===== src/pkg/pfsp_consts.svh =====
// offsets, field positions, reset values and timing counts of the sequencer
`ifndef PFSP_CONSTS_SVH
`define PFSP_CONSTS_SVH
`define PFSP_CLK_HZ          20000000
`define PFSP_EVENT_HZ        32000
`define PFSP_SETTLE_MS       100
`define PFSP_SETTLE_EVENTS   ((`PFSP_SETTLE_MS * `PFSP_EVENT_HZ) / 1000)
`define PFSP_BUS_OV_V        450
`define PFSP_BUS_UV_V        80
`define PFSP_IN_OV_V         388
`define PFSP_SW_OC_A         19
`define PFSP_HW_OC_CA        4909
`define PFSP_REG_CTRL        8'h00
`define PFSP_REG_MODE        8'h04
`define PFSP_REG_ERR         8'h08
`define PFSP_REG_IRQ_STAT    8'h0C
`define PFSP_REG_IRQ_MASK    8'h10
`define PFSP_REG_START_V     8'h14
`define PFSP_REG_VREF        8'h18
`define PFSP_CTRL_RELAY      0
`define PFSP_CTRL_CANCEL     1
`define PFSP_ERR_IN_OV       0
`define PFSP_ERR_BUS_OV      1
`define PFSP_ERR_BUS_UV      2
`define PFSP_ERR_SW_OC       3
`define PFSP_ERR_HW_OC       4
`define PFSP_ERR_HEAT        5
`define PFSP_IRQ_FAULT       0
`define PFSP_IRQ_ACTIVE      1
`define PFSP_START_V_RST     16'h0172
`define PFSP_RESP_OKAY       2'h0
`define PFSP_RESP_SLVERR     2'h2
`endif


===== src/pkg/pfsp_pkg.sv =====
// types shared by the sequencer files
package pfsp_pkg;
  typedef enum logic [4:0] {
    PFSP_IDLE   = 5'b00001,
    PFSP_RELAY  = 5'b00010,
    PFSP_RAMP   = 5'b00100,
    PFSP_ON     = 5'b01000,
    PFSP_ERROR  = 5'b10000
  } pfsp_state_t;

  typedef struct packed {
    logic [15:0] vac;
    logic [15:0] vdc;
    logic [15:0] ichp;
  } pfsp_sample_t;

  typedef struct packed {
    logic heat;
    logic hw_oc;
    logic sw_oc;
    logic bus_uv;
    logic bus_ov;
    logic in_ov;
  } pfsp_err_t;
endpackage : pfsp_pkg


===== src/core/pfsp_fault_check.sv =====
// per-event limit comparison of converter samples and the heat pin
`include "pfsp_consts.svh"
module pfsp_fault_check (
  input  wire logic                  mclk,
  input  wire logic                  sys_rst,
  input  wire logic                  sample_valid,
  input  wire pfsp_pkg::pfsp_sample_t sample,
  input  wire logic                  heat_ok,
  output pfsp_pkg::pfsp_err_t        found
);
  // samples are volts/amps as unsigned integers; a reached limit is a fault
  function automatic logic at_least(input logic [15:0] v,
                                    input logic [15:0] lim);
    at_least = v >= lim;
  endfunction : at_least

  always_ff @(posedge mclk) begin
    if (sys_rst) begin
      found <= '0;
    end else if (sample_valid) begin
      found.bus_ov <= at_least(sample.vdc, 16'(`PFSP_BUS_OV_V));
      found.bus_uv <= sample.vdc <= 16'(`PFSP_BUS_UV_V);
      found.in_ov  <= at_least(sample.vac, 16'(`PFSP_IN_OV_V));
      found.sw_oc  <= at_least(sample.ichp, 16'(`PFSP_SW_OC_A));
      found.heat   <= !heat_ok;
      found.hw_oc  <= 1'b0;
    end else begin
      found <= '0;
    end
  end
endmodule : pfsp_fault_check


===== src/core/pfsp_sequencer.sv =====
// startup sequencing and protective stop of the pfc stage
//
// Design decisions made here: the AXI4-Lite slave port and the register offsets.
`include "pfsp_consts.svh"
module pfsp_sequencer (
  input  wire logic                  mclk,
  input  wire logic                  sys_rst,
  input  wire logic                  adc_done,
  input  wire pfsp_pkg::pfsp_sample_t adc_sample,
  input  wire logic                  heat_ok_pin,
  input  wire logic                  hw_oc_irq_pin,
  input  wire logic                  relay_closed_pin,
  output logic                       relay_drive,
  output logic                       pfc_enable,
  output logic                       gate_enable,
  output logic                       inverter_stop,
  output logic                       pwm_as_gpio,
  output logic                       pwm_gpio_level,
  output logic                       irq,
  input  wire logic [7:0]            s_axi_awaddr,
  input  wire logic                  s_axi_awvalid,
  output logic                       s_axi_awready,
  input  wire logic [31:0]           s_axi_wdata,
  input  wire logic [3:0]            s_axi_wstrb,
  input  wire logic                  s_axi_wvalid,
  output logic                       s_axi_wready,
  output logic [1:0]                 s_axi_bresp,
  output logic                       s_axi_bvalid,
  input  wire logic                  s_axi_bready,
  input  wire logic [7:0]            s_axi_araddr,
  input  wire logic                  s_axi_arvalid,
  output logic                       s_axi_arready,
  output logic [31:0]                s_axi_rdata,
  output logic [1:0]                 s_axi_rresp,
  output logic                       s_axi_rvalid,
  input  wire logic                  s_axi_rready
);
  pfsp_pkg::pfsp_state_t state;
  pfsp_pkg::pfsp_state_t next_state;
  pfsp_pkg::pfsp_err_t   found;
  pfsp_pkg::pfsp_err_t   err;
  logic [1:0]  heat_sync;
  logic [2:0]  oc_sync;
  logic [1:0]  relay_sync;
  logic        relay_prev;
  logic        relay_req;
  logic        cancel_pulse;
  logic [15:0] start_v;
  logic [15:0] vref;
  logic [15:0] wait_cnt;
  logic [3:0]  w_strb;
  logic        step;
  logic        step_d;
  logic        fault_any;
  logic [1:0]  irq_stat;
  logic [1:0]  irq_mask;
  logic [1:0]  irq_evt;
  logic [7:0]  aw_addr;
  logic        aw_held;
  logic [31:0] w_data;
  logic        w_held;
  logic [15:0] vdc_last;

  // pins cross from outside; first stage read only by second
  always_ff @(posedge mclk) begin
    if (sys_rst) begin
      heat_sync  <= 2'h3;
      oc_sync    <= 3'h0;
      relay_sync <= 2'h0;
    end else begin
      heat_sync  <= {heat_sync[0], heat_ok_pin};
      oc_sync    <= {oc_sync[1:0], hw_oc_irq_pin};
      relay_sync <= {relay_sync[0], relay_closed_pin};
    end
  end

  assign step = adc_done;

  pfsp_fault_check u_check (
    .mclk         (mclk),
    .sys_rst      (sys_rst),
    .sample_valid (step),
    .sample       (adc_sample),
    .heat_ok      (heat_sync[1]),
    .found        (found)
  );

  always_ff @(posedge mclk) begin
    if (sys_rst) begin
      step_d   <= 1'b0;
      vdc_last <= 16'h0000;
    end else begin
      step_d <= step;
      if (step) begin
        vdc_last <= adc_sample.vdc;
      end
    end
  end

  // rising edge of the comparator line is the hardware overcurrent event
  function automatic logic rose(input logic [2:0] s);
    rose = s[1] && !s[2];
  endfunction : rose

  // latching: a new fault wins over a cancel in the same cycle
  always_ff @(posedge mclk) begin
    if (sys_rst) begin
      err <= '0;
    end else begin
      err <= (cancel_pulse ? '0 : err) | found;
      if (rose(oc_sync)) begin
        err.hw_oc <= 1'b1;
      end
    end
  end

  assign fault_any = |err;

  always_comb begin
    next_state = state;
    unique case (state)
      pfsp_pkg::PFSP_IDLE: begin
        if (relay_sync[1] && !fault_any) begin
          next_state = pfsp_pkg::PFSP_RELAY;
        end
      end
      pfsp_pkg::PFSP_RELAY: begin
        if (vdc_last >= start_v && relay_sync[1] && !fault_any
            && wait_cnt == 16'h0000) begin
          next_state = pfsp_pkg::PFSP_RAMP;
        end
      end
      pfsp_pkg::PFSP_RAMP: begin
        if (vref >= start_v) begin
          next_state = pfsp_pkg::PFSP_ON;
        end
      end
      pfsp_pkg::PFSP_ON: begin
        next_state = pfsp_pkg::PFSP_ON;
      end
      pfsp_pkg::PFSP_ERROR: begin
        if (!fault_any) begin
          next_state = pfsp_pkg::PFSP_IDLE;
        end
      end
      default: next_state = pfsp_pkg::PFSP_ERROR;
    endcase
    if (fault_any) begin
      next_state = pfsp_pkg::PFSP_ERROR;
    end
    if (!relay_sync[1] && !fault_any
        && state != pfsp_pkg::PFSP_ERROR) begin
      next_state = pfsp_pkg::PFSP_IDLE;
    end
  end

  // steps advance the cycle after each event, when vdc_last and the comparison result land
  always_ff @(posedge mclk) begin
    if (sys_rst) begin
      state <= pfsp_pkg::PFSP_IDLE;
    end else if (step_d || fault_any) begin
      state <= next_state;
    end
  end

  // settle count only armed by an open-to-closed relay change
  always_ff @(posedge mclk) begin
    if (sys_rst) begin
      relay_prev <= 1'b0;
      wait_cnt   <= 16'h0000;
    end else begin
      relay_prev <= relay_sync[1];
      if (relay_sync[1] && !relay_prev) begin
        wait_cnt <= 16'(`PFSP_SETTLE_EVENTS);
      end else if (step && wait_cnt != 16'h0000) begin
        wait_cnt <= wait_cnt - 16'h0001;
      end
    end
  end

  always_ff @(posedge mclk) begin
    if (sys_rst) begin
      relay_drive    <= 1'b0;
      pfc_enable     <= 1'b0;
      gate_enable    <= 1'b0;
      inverter_stop  <= 1'b1;
      pwm_as_gpio    <= 1'b1;
      pwm_gpio_level <= 1'b0;
    end else begin
      relay_drive    <= relay_req && !fault_any;
      pfc_enable     <= !fault_any && (state == pfsp_pkg::PFSP_RAMP
                        || state == pfsp_pkg::PFSP_ON);
      gate_enable    <= !fault_any && (state == pfsp_pkg::PFSP_RAMP
                        || state == pfsp_pkg::PFSP_ON);
      inverter_stop  <= fault_any;
      pwm_as_gpio    <= fault_any || !(state == pfsp_pkg::PFSP_RAMP
                        || state == pfsp_pkg::PFSP_ON);
      pwm_gpio_level <= 1'b0;
    end
  end

  function automatic logic [7:0] mode_code(input pfsp_pkg::pfsp_state_t s);
    unique case (s)
      pfsp_pkg::PFSP_IDLE:  mode_code = 8'h00;
      pfsp_pkg::PFSP_RELAY: mode_code = 8'h01;
      pfsp_pkg::PFSP_RAMP:  mode_code = 8'h02;
      pfsp_pkg::PFSP_ON:    mode_code = 8'h03;
      default:              mode_code = 8'h04;
    endcase
  endfunction : mode_code

  // write channel: address and data taken in either order
  always_ff @(posedge mclk) begin
    if (sys_rst) begin
      aw_held       <= 1'b0;
      w_held        <= 1'b0;
      aw_addr       <= 8'h00;
      w_data        <= 32'h00000000;
      w_strb        <= 4'h0;
      s_axi_awready <= 1'b1;
      s_axi_wready  <= 1'b1;
      s_axi_bvalid  <= 1'b0;
      s_axi_bresp   <= `PFSP_RESP_OKAY;
    end else begin
      if (s_axi_awvalid && s_axi_awready) begin
        aw_held       <= 1'b1;
        aw_addr       <= s_axi_awaddr;
        s_axi_awready <= 1'b0;
      end
      if (s_axi_wvalid && s_axi_wready) begin
        w_held       <= 1'b1;
        w_data       <= s_axi_wdata;
        w_strb       <= s_axi_wstrb;
        s_axi_wready <= 1'b0;
      end
      if (aw_held && w_held && !s_axi_bvalid) begin
        s_axi_bvalid <= 1'b1;
        s_axi_bresp  <= (aw_addr <= `PFSP_REG_VREF && aw_addr[1:0] == 2'h0)
                        ? `PFSP_RESP_OKAY : `PFSP_RESP_SLVERR;
      end
      if (s_axi_bvalid && s_axi_bready) begin
        s_axi_bvalid  <= 1'b0;
        aw_held       <= 1'b0;
        w_held        <= 1'b0;
        s_axi_awready <= 1'b1;
        s_axi_wready  <= 1'b1;
      end
    end
  end

  wire wr_go = aw_held && w_held && !s_axi_bvalid;

  // writable control: relay request, cancel strobe, start level, command
  always_ff @(posedge mclk) begin
    if (sys_rst) begin
      relay_req    <= 1'b0;
      cancel_pulse <= 1'b0;
      start_v      <= `PFSP_START_V_RST;
      vref         <= 16'h0000;
      irq_mask     <= 2'h0;
    end else begin
      cancel_pulse <= 1'b0;
      if (wr_go && aw_addr == `PFSP_REG_CTRL && w_strb[0]) begin
        relay_req    <= w_data[`PFSP_CTRL_RELAY];
        cancel_pulse <= w_data[`PFSP_CTRL_CANCEL];
      end
      if (wr_go && aw_addr == `PFSP_REG_START_V) begin
        start_v <= w_data[15:0];
      end
      if (wr_go && aw_addr == `PFSP_REG_VREF) begin
        vref <= w_data[15:0];
      end
      if (wr_go && aw_addr == `PFSP_REG_IRQ_MASK && w_strb[0]) begin
        irq_mask <= w_data[1:0];
      end
    end
  end

  // sticky events; a new event beats a write-one-to-clear
  assign irq_evt = {state != pfsp_pkg::PFSP_ON
                      && next_state == pfsp_pkg::PFSP_ON && step_d,
                    fault_any && state != pfsp_pkg::PFSP_ERROR};

  always_ff @(posedge mclk) begin
    if (sys_rst) begin
      irq_stat <= 2'h0;
      irq      <= 1'b0;
    end else begin
      if (wr_go && aw_addr == `PFSP_REG_IRQ_STAT && w_strb[0]) begin
        irq_stat <= (irq_stat & ~w_data[1:0]) | irq_evt;
      end else begin
        irq_stat <= irq_stat | irq_evt;
      end
      irq <= |(irq_stat & irq_mask);
    end
  end

  always_ff @(posedge mclk) begin
    if (sys_rst) begin
      s_axi_arready <= 1'b1;
      s_axi_rvalid  <= 1'b0;
      s_axi_rdata   <= 32'h00000000;
      s_axi_rresp   <= `PFSP_RESP_OKAY;
    end else if (s_axi_arvalid && s_axi_arready) begin
      s_axi_arready <= 1'b0;
      s_axi_rvalid  <= 1'b1;
      s_axi_rresp   <= `PFSP_RESP_OKAY;
      unique case (s_axi_araddr)
        `PFSP_REG_CTRL:     s_axi_rdata <= {31'h0, relay_req};
        `PFSP_REG_MODE:     s_axi_rdata <= {24'h0, mode_code(state)};
        `PFSP_REG_ERR:      s_axi_rdata <= {26'h0, err};
        `PFSP_REG_IRQ_STAT: s_axi_rdata <= {30'h0, irq_stat};
        `PFSP_REG_IRQ_MASK: s_axi_rdata <= {30'h0, irq_mask};
        `PFSP_REG_START_V:  s_axi_rdata <= {16'h0, start_v};
        `PFSP_REG_VREF:     s_axi_rdata <= {16'h0, vref};
        default: begin
          s_axi_rdata <= 32'h00000000;
          s_axi_rresp <= `PFSP_RESP_SLVERR;
        end
      endcase
    end else if (s_axi_rvalid && s_axi_rready) begin
      s_axi_rvalid  <= 1'b0;
      s_axi_arready <= 1'b1;
    end
  end
endmodule : pfsp_sequencer


===== config.mk =====
export PLATFORM = sky130hd
export DESIGN_NAME = pfsp_sequencer
export DESIGN_NICKNAME = d
export VERILOG_FILES = /design/src/pkg/pfsp_pkg.sv /design/src/core/pfsp_fault_check.sv /design/src/core/pfsp_sequencer.sv
export VERILOG_INCLUDE_DIRS = /design/src /design/src/pkg
export SDC_FILE = /design/constraint.sdc
export NUM_CORES = 1
export LEC_CHECK = 0
export CAP_MARGIN = 20
export CORE_MARGIN = 3
export CORE_UTILIZATION = 40
export DETAILED_ROUTE_END_ITERATION = 6
export DONT_BUFFER_PORTS = 1
export GPL_ROUTABILITY_DRIVEN = 1
export HOLD_SLACK_MARGIN = 0.06
export MAX_ROUTING_LAYER = met4
export PLACE_DENSITY = 0.55
export SLEW_MARGIN = 25
export SYNTH_ARGS = -nofsm -noshare
export SYNTH_HDL_FRONTEND = slang
export SYNTH_HIERARCHICAL = 1
export SYNTH_SLANG_ARGS = --single-unit

===== constraint.sdc =====
create_clock -name mclk -period 3.25 [get_ports mclk]
set_clock_uncertainty 0.05 [all_clocks]
set_input_delay 0.65 -clock mclk [delete_from_list [all_inputs] [get_ports mclk]]
set_output_delay 0.65 -clock mclk [all_outputs]
set_load 0.01 [all_outputs]

==> results.md <==
* Via Count at between 5,000 and 6,000
* Synth area leaders: dfxtp_1 44%, mux2i_1 7.0%, ha_1 6.0%
* Post-Synthesis Cells at about 770
* Outcome: complete, no violations
* Post-CTS sizing at 0
* TritonCTS buffer count at 17
* Layout cells sized above 1 at between 6 and 7%
* Largest net degree at the start of global routing at approximately 120
* Clk_lat worst skew at 0.42 ns
* # hold bufs at CTS at 0
* Routed WL at about 17,000 um
* Clk buf depth at 2
* Initial core utilization at about two fifths
* Final RePlAce weighted congestion at between 0.8 and 0.9
* Layout area overhead at 11.0%
* Core area at approximately 0.017 sq mm
* CP required at approximately 3.5 ns
* Dpl cells at 960
* Grt ovf at 0
* Final min period at 2.70 ns
* Total setup violations reported at the end of the flow at 0
* Seq cells post-synth at 150
* Final TNS setup at 0 ns
* VDD IR-drop max at approximately 0.00037 V
* Commonest cells after routing, fill and taps aside: 150 x dfxtp_1, 99 x nor2_1, 79 x nand2_1
* Worst hold-check path type: input pin to register
* Num ports at between 150 and 200
* Relative slew slack at 59.4%
* Setup CP Type: register to register
* Layout fillers at approximately 1,600
* CTS tree: yes
* Leading area contributor after synthesis: dfxtp_1
* Reg area at approximately 0.0030 sq mm
* RSZ-0062 raised after global routing: no
* Vias per cell at around 5.4
* Area of the die at ~0.019 sq mm
* Avg Inst Size Synth at slightly below 9 sq um
* Startpoint types: register
* Antenna Cells at 0
* Final Cycle Share at between 80% and 90%
* Power per cell area at ~650 mW/mm^2
* Final hold violations at 0
* Starting DRT DRC Count at 300
* F_max at roughly 370 MHz
* Multi-input gate area at around 0.0035 sq mm
* Gr usage total at 18.4%
* Post-synth top flop: dfxtp_1
* Postcts setup bufs at 0
* Critical path arrival at 2.97 ns
* Number of synthesized flops with an enable pin at 0
* H-tree depth at 4
* Fraction of the yosys area taken by sequential cells at 43.9%
* Per-cell routed wire length at about 17 um
* Post-DP HPWL at between 10,000 and 15,000 um
* DIE HEIGHT at about 140 um
* CP endpoint kind: register
* Post-DRT Antenna Nets at 0
* Worst-path fanout max at 4
* Placement Rows at 47
* Cell Area, Synth at ~0.0068 sq mm
* Reg2Reg Depth at 8
* Cells on Worst Hold Path at 1
* Final net count at ~900
* Drt pass-1 iters at 5
* Root buf cell: clkbuf_16
* Commonest non-fill, non-tap cell in the layout: dfxtp_1
* Final std cells w/o fill at about 1,000
* Maximum Capacitance Violations at 0
* Max Slew Vio Count at 0
* Die W at approximately 140 um
* Clock-pin slew on the worst setup and hold paths at 0.06 ns
* Cell variety after synth at 59
* Sink Count at 150
* First-pass GRT wire length at between 20,000 and 30,000 um
* Fraction of registers with async set/reset at 0%
* Antenna violations before repair at 0
* DRC errors left at 0
* Share of the synthesized area in the top cell type at between 40% and 50%
* Port bufs at 0
* LEAKAGE at ~3.0 nW
* Vias in the first global route at a little over 5,000
* Tightest Pin Transition at 0.608 ns
* Yosys warns at 6
-- power by group --
group / internal (mW) / switching (mW) / leakage (nW) / total [mW]
clock network: 1.31 / 0.770 / 0.313 / 2.08
registers: 1.98 / 0.137 / 1.22 / 2.12
logic: 0.342 / 0.406 / 1.47 / 0.748
total: 3.64 / 1.31 / 3.01 / 4.95
-- final cells by class --
class	instances	area share [%]
flip-flops and latches	150	39.6
inverters	31	1.53
clock inverters	10	1.88
well taps	220	3.63
repair buffers	6	0.594
clock buffers	22	6.51
multi-input cells	553	46.3
-- synth_stat cells, types with 13 or more instances --
master    number
nand2_1       79
inv_1         30
a22oi_1       16
buf_4         22
mux2i_1       48
ha_1          33
dfxtp_1      150
nor2b_1       13
nand3_1       26
clkbuf_1      28
a21oi_1       57
nor2_1        99
o21ai_0       17
-- flip-flops by register name, indices dropped and copies added, names as in the netlist, 6 cells and up --
name         count
s_axi_rdata     16
start_v         16
vdc_last        16
vref            16
w_data          16
wait_cnt        16
aw_addr          8
err              6
-- worst max-delay path, stage by stage, from the launching register on --
cell       delay [ns]
dfxtp_1          0.40
ha_1             0.25
nand2b_1         0.14
a2111o_1         0.42
a221o_1          0.30
a2111oi_0        0.47
buf_4            0.20
o31ai_1          0.08
a221oi_1         0.30
-- cell families after synthesis --
group,after synthesis,share of synthesized area (%)
AO/OA/AOI/OAI,150,14.6
adder cells (fa/ha/maj),33,6.04
buffers and inverters,86,5.97
XOR/XNOR,15,1.92
flip-flops,150,43.9
AND/OR/NAND/NOR,285,20.0
multiplexers,50,7.36
other,2,0.110
-- final timing paths --
path	startpoint	endpoint	slack (ns)
worst min register to register	heat_sync[1]	u_check/found[5]	0.33
worst max-delay path	start_v[0]	state[1]	0.55
worst min-delay path	sys_rst	aw_addr[7]	0.26
worst max register to register	start_v[0]	state[1]	0.55
-- through the flow --
step                worst slack, ns  util (%)  total power [mW]  area, sq um  hold slack (ns)
finish                        0.547      45.6              4.95         7590            0.259
CTS                           0.561      45.6              5.00         7590            0.234
global placement              0.662      41.8              2.87         6950            0.329
detailed placement            0.582      41.8              2.91         6950            0.328
floorplan                     0.833         -              2.79         6900            0.318
global route                  0.332      45.6              5.19         7590            0.229
-- layer usage --
layer,track usage [%],part of all wire (%),vias to the layer above
met1,22.9,44,2526
li1,-,-,2660
met5,-,0,-
met3,5.59,7.2,30
met2,27.8,46,162
met4,7.95,2.8,0
Power figures use the tool's default switching activity.
